==> src/inc/prd_pkg.sv <==
// Package: register map, divider counts and carrier types for the reference divider
package prd_pkg;

    // Register map (byte addresses on the plain port)
    localparam logic [7:0]  ADDR_REF_SEL   = 8'h11;
    localparam logic [7:0]  ADDR_PLL_CTRL  = 8'h13;
    localparam logic [7:0]  ADDR_PLL_DATA  = 8'h14;
    localparam logic [7:0]  ADDR_STATUS    = 8'h15;

    // Field positions
    localparam int          CTRL_EXT_BIT   = 0;
    localparam int          STAT_DIS_BIT   = 0;
    localparam int          STAT_CE_BIT    = 1;

    // Reset values
    localparam logic [3:0]  REF_SEL_RST    = 4'hf;
    localparam logic [3:0]  REF_SEL_OFF    = 4'hf;
    localparam logic [15:0] PLL_DATA_RST   = 16'h0000;

    // Crystal rate and reference rates in Hz
    localparam int          XTAL_HZ        = 4500000;
    localparam int          FR_1K          = 1000;
    localparam int          FR_1K25        = 1250;
    localparam int          FR_2K5         = 2500;
    localparam int          FR_3K          = 3000;
    localparam int          FR_5K          = 5000;
    localparam int          FR_6K25        = 6250;
    localparam int          FR_9K          = 9000;
    localparam int          FR_10K         = 10000;
    localparam int          FR_12K5        = 12500;
    localparam int          FR_18K         = 18000;
    localparam int          FR_20K         = 20000;
    localparam int          FR_25K         = 25000;
    localparam int          FR_50K         = 50000;

    // Crystal periods per reference period
    localparam logic [12:0] DIV_1K         = 13'(XTAL_HZ / FR_1K);
    localparam logic [12:0] DIV_1K25       = 13'(XTAL_HZ / FR_1K25);
    localparam logic [12:0] DIV_2K5        = 13'(XTAL_HZ / FR_2K5);
    localparam logic [12:0] DIV_3K         = 13'(XTAL_HZ / FR_3K);
    localparam logic [12:0] DIV_5K         = 13'(XTAL_HZ / FR_5K);
    localparam logic [12:0] DIV_6K25       = 13'(XTAL_HZ / FR_6K25);
    localparam logic [12:0] DIV_9K         = 13'(XTAL_HZ / FR_9K);
    localparam logic [12:0] DIV_10K        = 13'(XTAL_HZ / FR_10K);
    localparam logic [12:0] DIV_12K5       = 13'(XTAL_HZ / FR_12K5);
    localparam logic [12:0] DIV_18K        = 13'(XTAL_HZ / FR_18K);
    localparam logic [12:0] DIV_20K        = 13'(XTAL_HZ / FR_20K);
    localparam logic [12:0] DIV_25K        = 13'(XTAL_HZ / FR_25K);
    localparam logic [12:0] DIV_50K        = 13'(XTAL_HZ / FR_50K);
    localparam logic [12:0] DIV_NONE       = 13'h0000;

    // Register port request
    typedef struct packed {
        logic [7:0]  addr;
        logic [15:0] wdata;
        logic        wr;
        logic        rd;
    } prd_bus_req_t;

    // One error output pin: level and active-low enable
    typedef struct packed {
        logic out;
        logic oe_n;
    } prd_pin_t;

endpackage

==> src/design/prd_ref_div.sv <==
// Module: reference frequency generator with selection register and divider data latch
//
// Decided for this implementation: the plain strobed port.
`timescale 1ns/1ns

//////////////////////////////////////////////////////////////////////////////////////////
// Behaviour
// - Reference frequency is the 4.5 MHz crystal divided down.
// - Thirteen reference frequencies from 1 kHz to 50 kHz are selectable.
// - Codes 0000-0111: 1.25, 2.5, 5, 10, 6.25, 12.5, 25, 50 kHz.
// - Codes 1000, 1001, 1010 give 3, 9 and 18 kHz.
// - Code 1111 disables the synthesizer instead of selecting a frequency.
// - While disabled by code 1111 both oscillator inputs are pulled low.
// - While disabled by code 1111 both error outputs float.
// - Extension flag reaches the divider only on a write to the data register.
// - Code 1111 stops the synthesizer just like a low chip-enable pin.
// - While disabled the comparator issues neither up nor down request.
module prd_ref_div (
    // Clock and reset
    input  wire logic                  sys_clk,
    input  wire logic                  nrst,
    // Register port
    input  wire prd_pkg::prd_bus_req_t bus_req,
    output logic [15:0]                bus_rdata,
    // System reset sources and pins
    input  wire logic                  wdt_sp_rst,
    input  wire logic                  ce_rst,
    input  wire logic                  clock_stop,
    input  wire logic                  ce_pin,
    input  wire logic                  xtal_in,
    // Phase comparator raw requests
    input  wire logic                  up_req_raw,
    input  wire logic                  dw_req_raw,
    // Reference and divider outputs
    output logic                       ref_tick,
    output logic                       synth_disable,
    output logic [15:0]                div_value,
    output logic                       swallow_count_ext,
    output logic                       up_req,
    output logic                       dw_req,
    // Pin controls
    output logic                       local_osc_high_band_pulldown,
    output logic                       local_osc_low_band_pulldown,
    output prd_pkg::prd_pin_t          error_output_one,
    output prd_pkg::prd_pin_t          error_output_zero
);
    function automatic logic [12:0] ref_divisor(input logic [3:0] code);
        case (code)
            4'h0:    ref_divisor = prd_pkg::DIV_1K25;
            4'h1:    ref_divisor = prd_pkg::DIV_2K5;
            4'h2:    ref_divisor = prd_pkg::DIV_5K;
            4'h3:    ref_divisor = prd_pkg::DIV_10K;
            4'h4:    ref_divisor = prd_pkg::DIV_6K25;
            4'h5:    ref_divisor = prd_pkg::DIV_12K5;
            4'h6:    ref_divisor = prd_pkg::DIV_25K;
            4'h7:    ref_divisor = prd_pkg::DIV_50K;
            4'h8:    ref_divisor = prd_pkg::DIV_3K;
            4'h9:    ref_divisor = prd_pkg::DIV_9K;
            4'ha:    ref_divisor = prd_pkg::DIV_18K;
            4'hc:    ref_divisor = prd_pkg::DIV_1K;
            4'hd:    ref_divisor = prd_pkg::DIV_20K;
            default: ref_divisor = prd_pkg::DIV_NONE;
        endcase
    endfunction

    logic [3:0]  ref_sel_reg;
    logic        ext_flag_reg;
    logic [15:0] div_value_reg;
    logic        div_ext_reg;
    logic [2:0]  xtal_sync_reg;
    logic [2:0]  ce_sync_reg;
    logic        xtal_filt_reg;
    logic        xtal_prev_reg;
    logic        ce_filt_reg;
    logic [12:0] cnt_reg;
    logic [12:0] cnt_next;
    logic        ref_tick_reg;
    logic [15:0] rdata_reg;
    logic        pd_reg;
    logic        eo_oe_n_reg;
    logic        eo_out_reg;
    logic [12:0] divisor;
    logic        xtal_tick;
    logic        sel_off;
    logic        disabled;
    logic        sel_wr;
    assign divisor   = ref_divisor(ref_sel_reg);
    assign sel_off   = (ref_sel_reg == prd_pkg::REF_SEL_OFF);
    assign disabled  = sel_off || !ce_filt_reg;
    assign sel_wr    = bus_req.wr && (bus_req.addr == prd_pkg::ADDR_REF_SEL);
    assign xtal_tick = xtal_filt_reg && !xtal_prev_reg;

    //////////////////////////////////////////////////////////////////////////////////////
    // Pin synchronisers; a change is taken once stages two and three agree
    always_ff @(posedge sys_clk)
    begin
        if (!nrst)
        begin
            xtal_sync_reg <= 3'h0;
            ce_sync_reg   <= 3'h0;
            xtal_filt_reg <= 1'b0;
            xtal_prev_reg <= 1'b0;
            ce_filt_reg   <= 1'b0;
        end
        else
        begin
            xtal_sync_reg <= {xtal_sync_reg[1:0], xtal_in};
            ce_sync_reg   <= {ce_sync_reg[1:0], ce_pin};
            if (xtal_sync_reg[1] == xtal_sync_reg[2])
                xtal_filt_reg <= xtal_sync_reg[2];
            if (ce_sync_reg[1] == ce_sync_reg[2])
                ce_filt_reg <= ce_sync_reg[2];
            xtal_prev_reg <= xtal_filt_reg;
        end
    end

    //////////////////////////////////////////////////////////////////////////////////////
    // Selection register; every reset source and clock stop force the off code
    always_ff @(posedge sys_clk)
    begin
        if (!nrst)
            ref_sel_reg <= prd_pkg::REF_SEL_RST;
        else if (wdt_sp_rst || ce_rst || clock_stop)
            ref_sel_reg <= prd_pkg::REF_SEL_RST;
        else if (sel_wr)
            ref_sel_reg <= bus_req.wdata[3:0];
    end

    //////////////////////////////////////////////////////////////////////////////////////
    // Extension flag and divider data latch
    always_ff @(posedge sys_clk)
    begin
        if (!nrst)
        begin
            ext_flag_reg  <= 1'b0;
            div_value_reg <= prd_pkg::PLL_DATA_RST;
            div_ext_reg   <= 1'b0;
        end
        else
        begin
            if (bus_req.wr && bus_req.addr == prd_pkg::ADDR_PLL_CTRL)
                ext_flag_reg <= bus_req.wdata[prd_pkg::CTRL_EXT_BIT];
            // Flag travels with the data write only, so the divider never sees a torn pair
            if (bus_req.wr && bus_req.addr == prd_pkg::ADDR_PLL_DATA)
            begin
                div_value_reg <= bus_req.wdata;
                div_ext_reg   <= ext_flag_reg;
            end
        end
    end

    //////////////////////////////////////////////////////////////////////////////////////
    // Reference divider, counting filtered crystal edges
    always_comb
    begin
        cnt_next = cnt_reg;
        if (sel_wr || disabled || divisor == prd_pkg::DIV_NONE)
            cnt_next = 13'h0000;
        else if (xtal_tick)
        begin
            if (cnt_reg >= divisor - 13'h0001)
                cnt_next = 13'h0000;
            else
                cnt_next = cnt_reg + 13'h0001;
        end
    end

    always_ff @(posedge sys_clk)
    begin
        if (!nrst)
        begin
            cnt_reg      <= 13'h0000;
            ref_tick_reg <= 1'b0;
        end
        else
        begin
            cnt_reg      <= cnt_next;
            // One tick per full divisor of crystal edges
            ref_tick_reg <= !sel_wr && !disabled && divisor != prd_pkg::DIV_NONE
                            && xtal_tick
                            && cnt_reg >= divisor - 13'h0001;
        end
    end

    //////////////////////////////////////////////////////////////////////////////////////
    // Pin controls and charge pump drive
    always_ff @(posedge sys_clk)
    begin
        if (!nrst)
        begin
            pd_reg      <= 1'b1;
            eo_oe_n_reg <= 1'b1;
            eo_out_reg  <= 1'b0;
        end
        else
        begin
            pd_reg      <= disabled;
            // Up alone drives low, down alone drives high, neither, both or disabled floats
            eo_oe_n_reg <= disabled || (up_req_raw == dw_req_raw);
            eo_out_reg  <= dw_req_raw && !up_req_raw;
        end
    end

    assign up_req = up_req_raw && !disabled;
    assign dw_req = dw_req_raw && !disabled;

    //////////////////////////////////////////////////////////////////////////////////////
    // Read port; unmapped addresses read zero
    always_ff @(posedge sys_clk)
    begin
        if (!nrst)
            rdata_reg <= 16'h0000;
        else if (bus_req.rd)
        begin
            rdata_reg <= 16'h0000;
            if (bus_req.addr == prd_pkg::ADDR_REF_SEL)
                rdata_reg[3:0] <= ref_sel_reg;
            else if (bus_req.addr == prd_pkg::ADDR_PLL_CTRL)
                rdata_reg[prd_pkg::CTRL_EXT_BIT] <= ext_flag_reg;
            else if (bus_req.addr == prd_pkg::ADDR_PLL_DATA)
                rdata_reg <= div_value_reg;
            else if (bus_req.addr == prd_pkg::ADDR_STATUS)
            begin
                rdata_reg[prd_pkg::STAT_DIS_BIT] <= disabled;
                rdata_reg[prd_pkg::STAT_CE_BIT]  <= ce_filt_reg;
            end
        end
    end

    assign bus_rdata                    = rdata_reg;
    assign ref_tick                     = ref_tick_reg;
    assign synth_disable                = disabled;
    assign div_value                    = div_value_reg;
    assign swallow_count_ext            = div_ext_reg;
    assign local_osc_high_band_pulldown = pd_reg;
    assign local_osc_low_band_pulldown  = pd_reg;
    assign error_output_one             = '{out: eo_out_reg, oe_n: eo_oe_n_reg};
    assign error_output_zero            = '{out: eo_out_reg, oe_n: eo_oe_n_reg};

    //////////////////////////////////////////////////////////////////////////////////////
    // Checks; helper counts crystal edges between ticks at one stable setting
    logic [12:0] h_edges_reg;
    logic        h_valid_reg;
    always_ff @(posedge sys_clk)
    begin
        if (!nrst || sel_wr || disabled)
        begin
            h_edges_reg <= 13'h0000;
            h_valid_reg <= 1'b0;
        end
        else if (ref_tick_reg)
        begin
            h_edges_reg <= 13'h0000;
            h_valid_reg <= 1'b1;
        end
        else if (xtal_tick)
            h_edges_reg <= h_edges_reg + 13'h0001;
    end
    ref_period_a: assert property (@(posedge sys_clk) disable iff (!nrst)
        ref_tick_reg && h_valid_reg && !sel_wr |-> h_edges_reg == divisor)
        else $error("reference period differs from divisor");

    no_tick_off_a: assert property (@(posedge sys_clk) disable iff (!nrst)
        disabled ##1 disabled |-> !ref_tick_reg)
        else $error("reference tick while disabled");

    pull_low_a: assert property (@(posedge sys_clk) disable iff (!nrst)
        sel_off |=> local_osc_high_band_pulldown && local_osc_low_band_pulldown)
        else $error("oscillator inputs not pulled low");

    err_float_a: assert property (@(posedge sys_clk) disable iff (!nrst)
        sel_off |=> error_output_one.oe_n && error_output_zero.oe_n)
        else $error("error outputs driven while disabled");

    ext_capture_a: assert property (@(posedge sys_clk) disable iff (!nrst)
        bus_req.wr && bus_req.addr == prd_pkg::ADDR_PLL_DATA
        |=> swallow_count_ext == $past(ext_flag_reg))
        else $error("extension flag not taken with data write");

    ext_hold_a: assert property (@(posedge sys_clk) disable iff (!nrst)
        !(bus_req.wr && bus_req.addr == prd_pkg::ADDR_PLL_DATA) |=> $stable(swallow_count_ext))
        else $error("extension output moved without data write");

    req_gate_a: assert property (@(posedge sys_clk) disable iff (!nrst)
        disabled |-> !up_req && !dw_req)
        else $error("comparator request while disabled");

    sel_reset_a: assert property (@(posedge sys_clk) disable iff (!nrst)
        wdt_sp_rst || ce_rst || clock_stop |=> ref_sel_reg == prd_pkg::REF_SEL_OFF)
        else $error("selection not forced off by reset source");

    sel_read_a: assert property (@(posedge sys_clk) disable iff (!nrst)
        bus_req.rd && bus_req.addr == prd_pkg::ADDR_REF_SEL
        |=> bus_rdata == {12'h000, $past(ref_sel_reg)})
        else $error("selection readback wrong");

endmodule

==> config.mk <==
export PLATFORM = sky130hd
export DESIGN_NAME = prd_ref_div
export DESIGN_NICKNAME = d
export VERILOG_FILES = /design/src/inc/prd_pkg.sv /design/src/design/prd_ref_div.sv
export SDC_FILE = /design/constraint.sdc
export NUM_CORES = 1
export LEC_CHECK = 0
export BUFFER_PORTS_ARGS = -buffer_cell sky130_fd_sc_hd__buf_2
export CORE_MARGIN = 1
export CORE_UTILIZATION = 33
export DETAILED_ROUTE_END_ITERATION = 6
export HOLD_SLACK_MARGIN = 0.08
export PLACE_DENSITY = 0.53
export RECOVER_POWER = 25
export SETUP_SLACK_MARGIN = 0.1
export SLEW_MARGIN = 20
export SYNTH_ARGS = -nofsm -noshare
export SYNTH_HDL_FRONTEND = slang
export SYNTH_SLANG_ARGS = --single-unit
==> constraint.sdc <==
create_clock -name sys_clk -period 3.3 [get_ports sys_clk]
set_input_delay 0.66 -clock sys_clk [delete_from_list [all_inputs] [get_ports sys_clk]]
set_output_delay 0.66 -clock sys_clk [all_outputs]
set_load 0.03 [all_outputs]
==> flow_summary.ini <==
[run_status]
run_status = finished with violations
failed_checks = max-capacitance violations, max-slew violations

[worst_setup_path]
cp_common_cell = a21o_1
r2r_cells = 13
r2r-start = divisor[0]$_SDFF_PN0_
critPathLaunchType = flop
timing_worst_setup_path_type = flop to flop
cp.required_ns = 3.56
crit_chain = inv_1 > ha_1 > nor2b_1 > nand3_1 > or3_1 > xor2_1 > ha_1 > a21o_1 > a21o_1 > a21o_1 > a21oi_1 > buf_4 > nor3b_1
cp_max_fo = 13
endpoint_kind = flop
reg2reg_to = cnt_reg[1]$_SDFFE_PP0P_
slowest_stage = or3_1
cp.arrival_ns = 3.18
path_delay_family = simple AND/OR/NAND/NOR gates
slowest_delay_ns = 0.34
worstPathBufferInverterCount = 2
r2r_slack_ns = 0.37

[min_path]
whs_path_depth = 1
hp-start = xtal_sync_reg[0]$_SDFF_PN0_
hold_end = xtal_sync_reg[1]$_SDFF_PN0_
holdCritPathClass = flop to flop

[die]
core_area_um2 = 11000
start_util = 0.345
die_area_um2 = 12000
die_y_um = 109
io_pins = 78
row_count = 38
die_x_um = 109

[route]
routedWlPerCell_um = 13.8
drt_iter0_drc = 121
dr.pass1.iters = 7
vias_per_cell = 4.92
drc_errors = 0
detail-route-antenna-nets = 0
routed_wl_um = 8950
via_count = 3177

[place]
pre_cts_slack_ns = 0.362
dp_hpwl_um = 6570
gp_congestion = 0.830
dpl_cell_area_um2 = 4280
numPortBuffers = 77

[clocking]
htreeDepth = 3
cts_inserted_buffers = 9
clk_pin_slew_worst_paths_ns = 0.06
insertion_delay_ns = 0.33
cts_tree = built
clock-sinks = 77
cts_buffer_depth = 2
ctsHoldBuffers = 0
cts-root-buf = clkbuf_16

[synthesis]
synth_nets = 486
synth_cell_types = 56
yosysWarnings = 0
ys.flop_type = dfxtp_1
yosysSeqAreaShare = 0.405
synth-xor-area-share = 0.0575
avgSynthCellArea_um2 = 8.86
synth_edf_count = 0
synth_mux_area_frac = 0.0286
synthCells = 430
synth-simple-area-share = 0.247
async_reset_ff_frac = 0
ys_ff_latch = 77
synth_top_family_by_area = simple AND/OR/NAND/NOR gates
synth-adder-area-share = 0.0690
synth_compound_area_frac = 0.149
syn_area_um2 = 3810

[finish]
final_cell_mix = 77 x dfxtp_1, 66 x nand2_1, 59 x buf_2
seqCellArea_um2 = 1540
nFillCells = 1140
drive_above_1_share = 0.178
nets = 557
design_area_um2 = 4590
diodes = 0
final_common_cell = dfxtp_1
syn_to_final_growth_pct = 20.5
multiInputGateArea_um2 = 2100

[sta]
tns_ns = 0
worst_pin_slew_ns = 1.53
hold_viol = 0
report.final.slew_viol_count = 46
fin_crit_ns = 2.93
skew_ns = 0.00521
fin_ws_ns = 0.374
setup_violations = 0
fmax_mhz = 342
period_share = 0.887
relSlewSlack = -0.0188
rsz0062_at_grt = false

[grt]
grt-busiest-layer = met2
grt_pass1_vias = 3011
gr-total-overflow = 0
grt_util_met3 = 0.0433
grtUsageMet1 = 0.213
grt_pass1_wl_um = 14800
grt_usage = 0.163
antenna_found_initial = 0
use_met2 = 0.262
grt_max_degree = 46

[power_and_ir_drop]
ir_worst_vdd_mv = 0.293
p_total_mw = 2.08
pwr_density_cell_nw_per_um2 = 454
p_leak_nw = 2.00

[flow_run]
drv_cap = 1
==> how the worst max path moves through the flow <==
stage	start	to	depth (start not counted)
after floorplan	divisor[0]$_SDFF_PN0_	cnt_reg[10]$_SDFFE_PP0P_	14
after global placement	bus_req[25]	divisor[4]$_DFF_P_	8
after detailed placement	bus_req[25]	divisor[4]$_DFF_P_	8
after CTS	divisor[0]$_SDFF_PN0_	cnt_reg[12]$_SDFFE_PP0P_	13
after global routing	nrst	cnt_reg[12]$_SDFFE_PP0P_	7
final	divisor[0]$_SDFF_PN0_	cnt_reg[1]$_SDFFE_PP0P_	13
==> cells in the mapped netlist, types with 5 or more instances <==
library cell  count  share of area
dfxtp_1          77           0.40
nand2_1          66          0.065
nor2_1           37          0.036
ha_1             21          0.069
a21boi_0         20          0.039
nor2b_1          18          0.030
xnor2_1          16          0.037
a22oi_1          14          0.028
clkbuf_1         11          0.011
and2_1           10          0.016
nand3_1          10          0.013
inv_1             9         0.0089
nand2b_1          9          0.015
xor2_1            9          0.021
a21oi_1           7         0.0092
a21o_1            6          0.012
and3_1            6         0.0099
buf_4             6          0.012
mux2i_1           6          0.016
nand4_1           6         0.0099
o21ai_0           6         0.0079
a31oi_1           5         0.0082
==> cell type report <==
class,count,share of cell area
tap,140,0.0382
inverter,12,0.0104
multi-input combinational,319,0.458
timing repair buffer,82,0.0864
clock buffer,13,0.0567
clock inverter,3,0.0147
sequential,77,0.336
==> kinds of logic (layout without fill, tap and decap cells) <==
group                      Yosys count  count (layout)
DFF                                 77              77
AOI/OAI and AO/OA                   77              77
and+or+nand+nor                    187             187
xor gates and xnor gates            25              25
buffers and inverters               34             110
adders and majority gates           21              21
muxes                                9               9
==> where the power goes <==
group,internal [mW],switching [mW],leakage [nW]
clock,0.704,0.376,0.156
sequential,0.934,0.00166,0.621
combinational,0.0314,0.0363,1.22
==> what timing repair did <==
item | 4_1_cts | 5_1_grt
buffers inserted | 0 | 0
resized for setup | 0 | 1
endpoints found under the setup margin | 0 | 13
==> routing by layer <==
layer / vias to the layer above / share of wire
met1: 1478 / 0.49
met2: 67 / 0.46
met4: 0 / 0.014
li1: 1621 / -
met5: - / 0
met3: 11 / 0.036
==> stage by stage <==
stage | hold WS, ns | cells | util
finish | 0.442 | 646 | 0.416
CTS | 0.441 | 646 | 0.418
floorplan | 0.412 | 430 | -
global placement | 0.423 | 630 | 0.388
detailed placement | 0.420 | 630 | 0.388
global route | 0.462 | 646 | 0.416
Note: power is estimated with default switching activity, not from simulation.
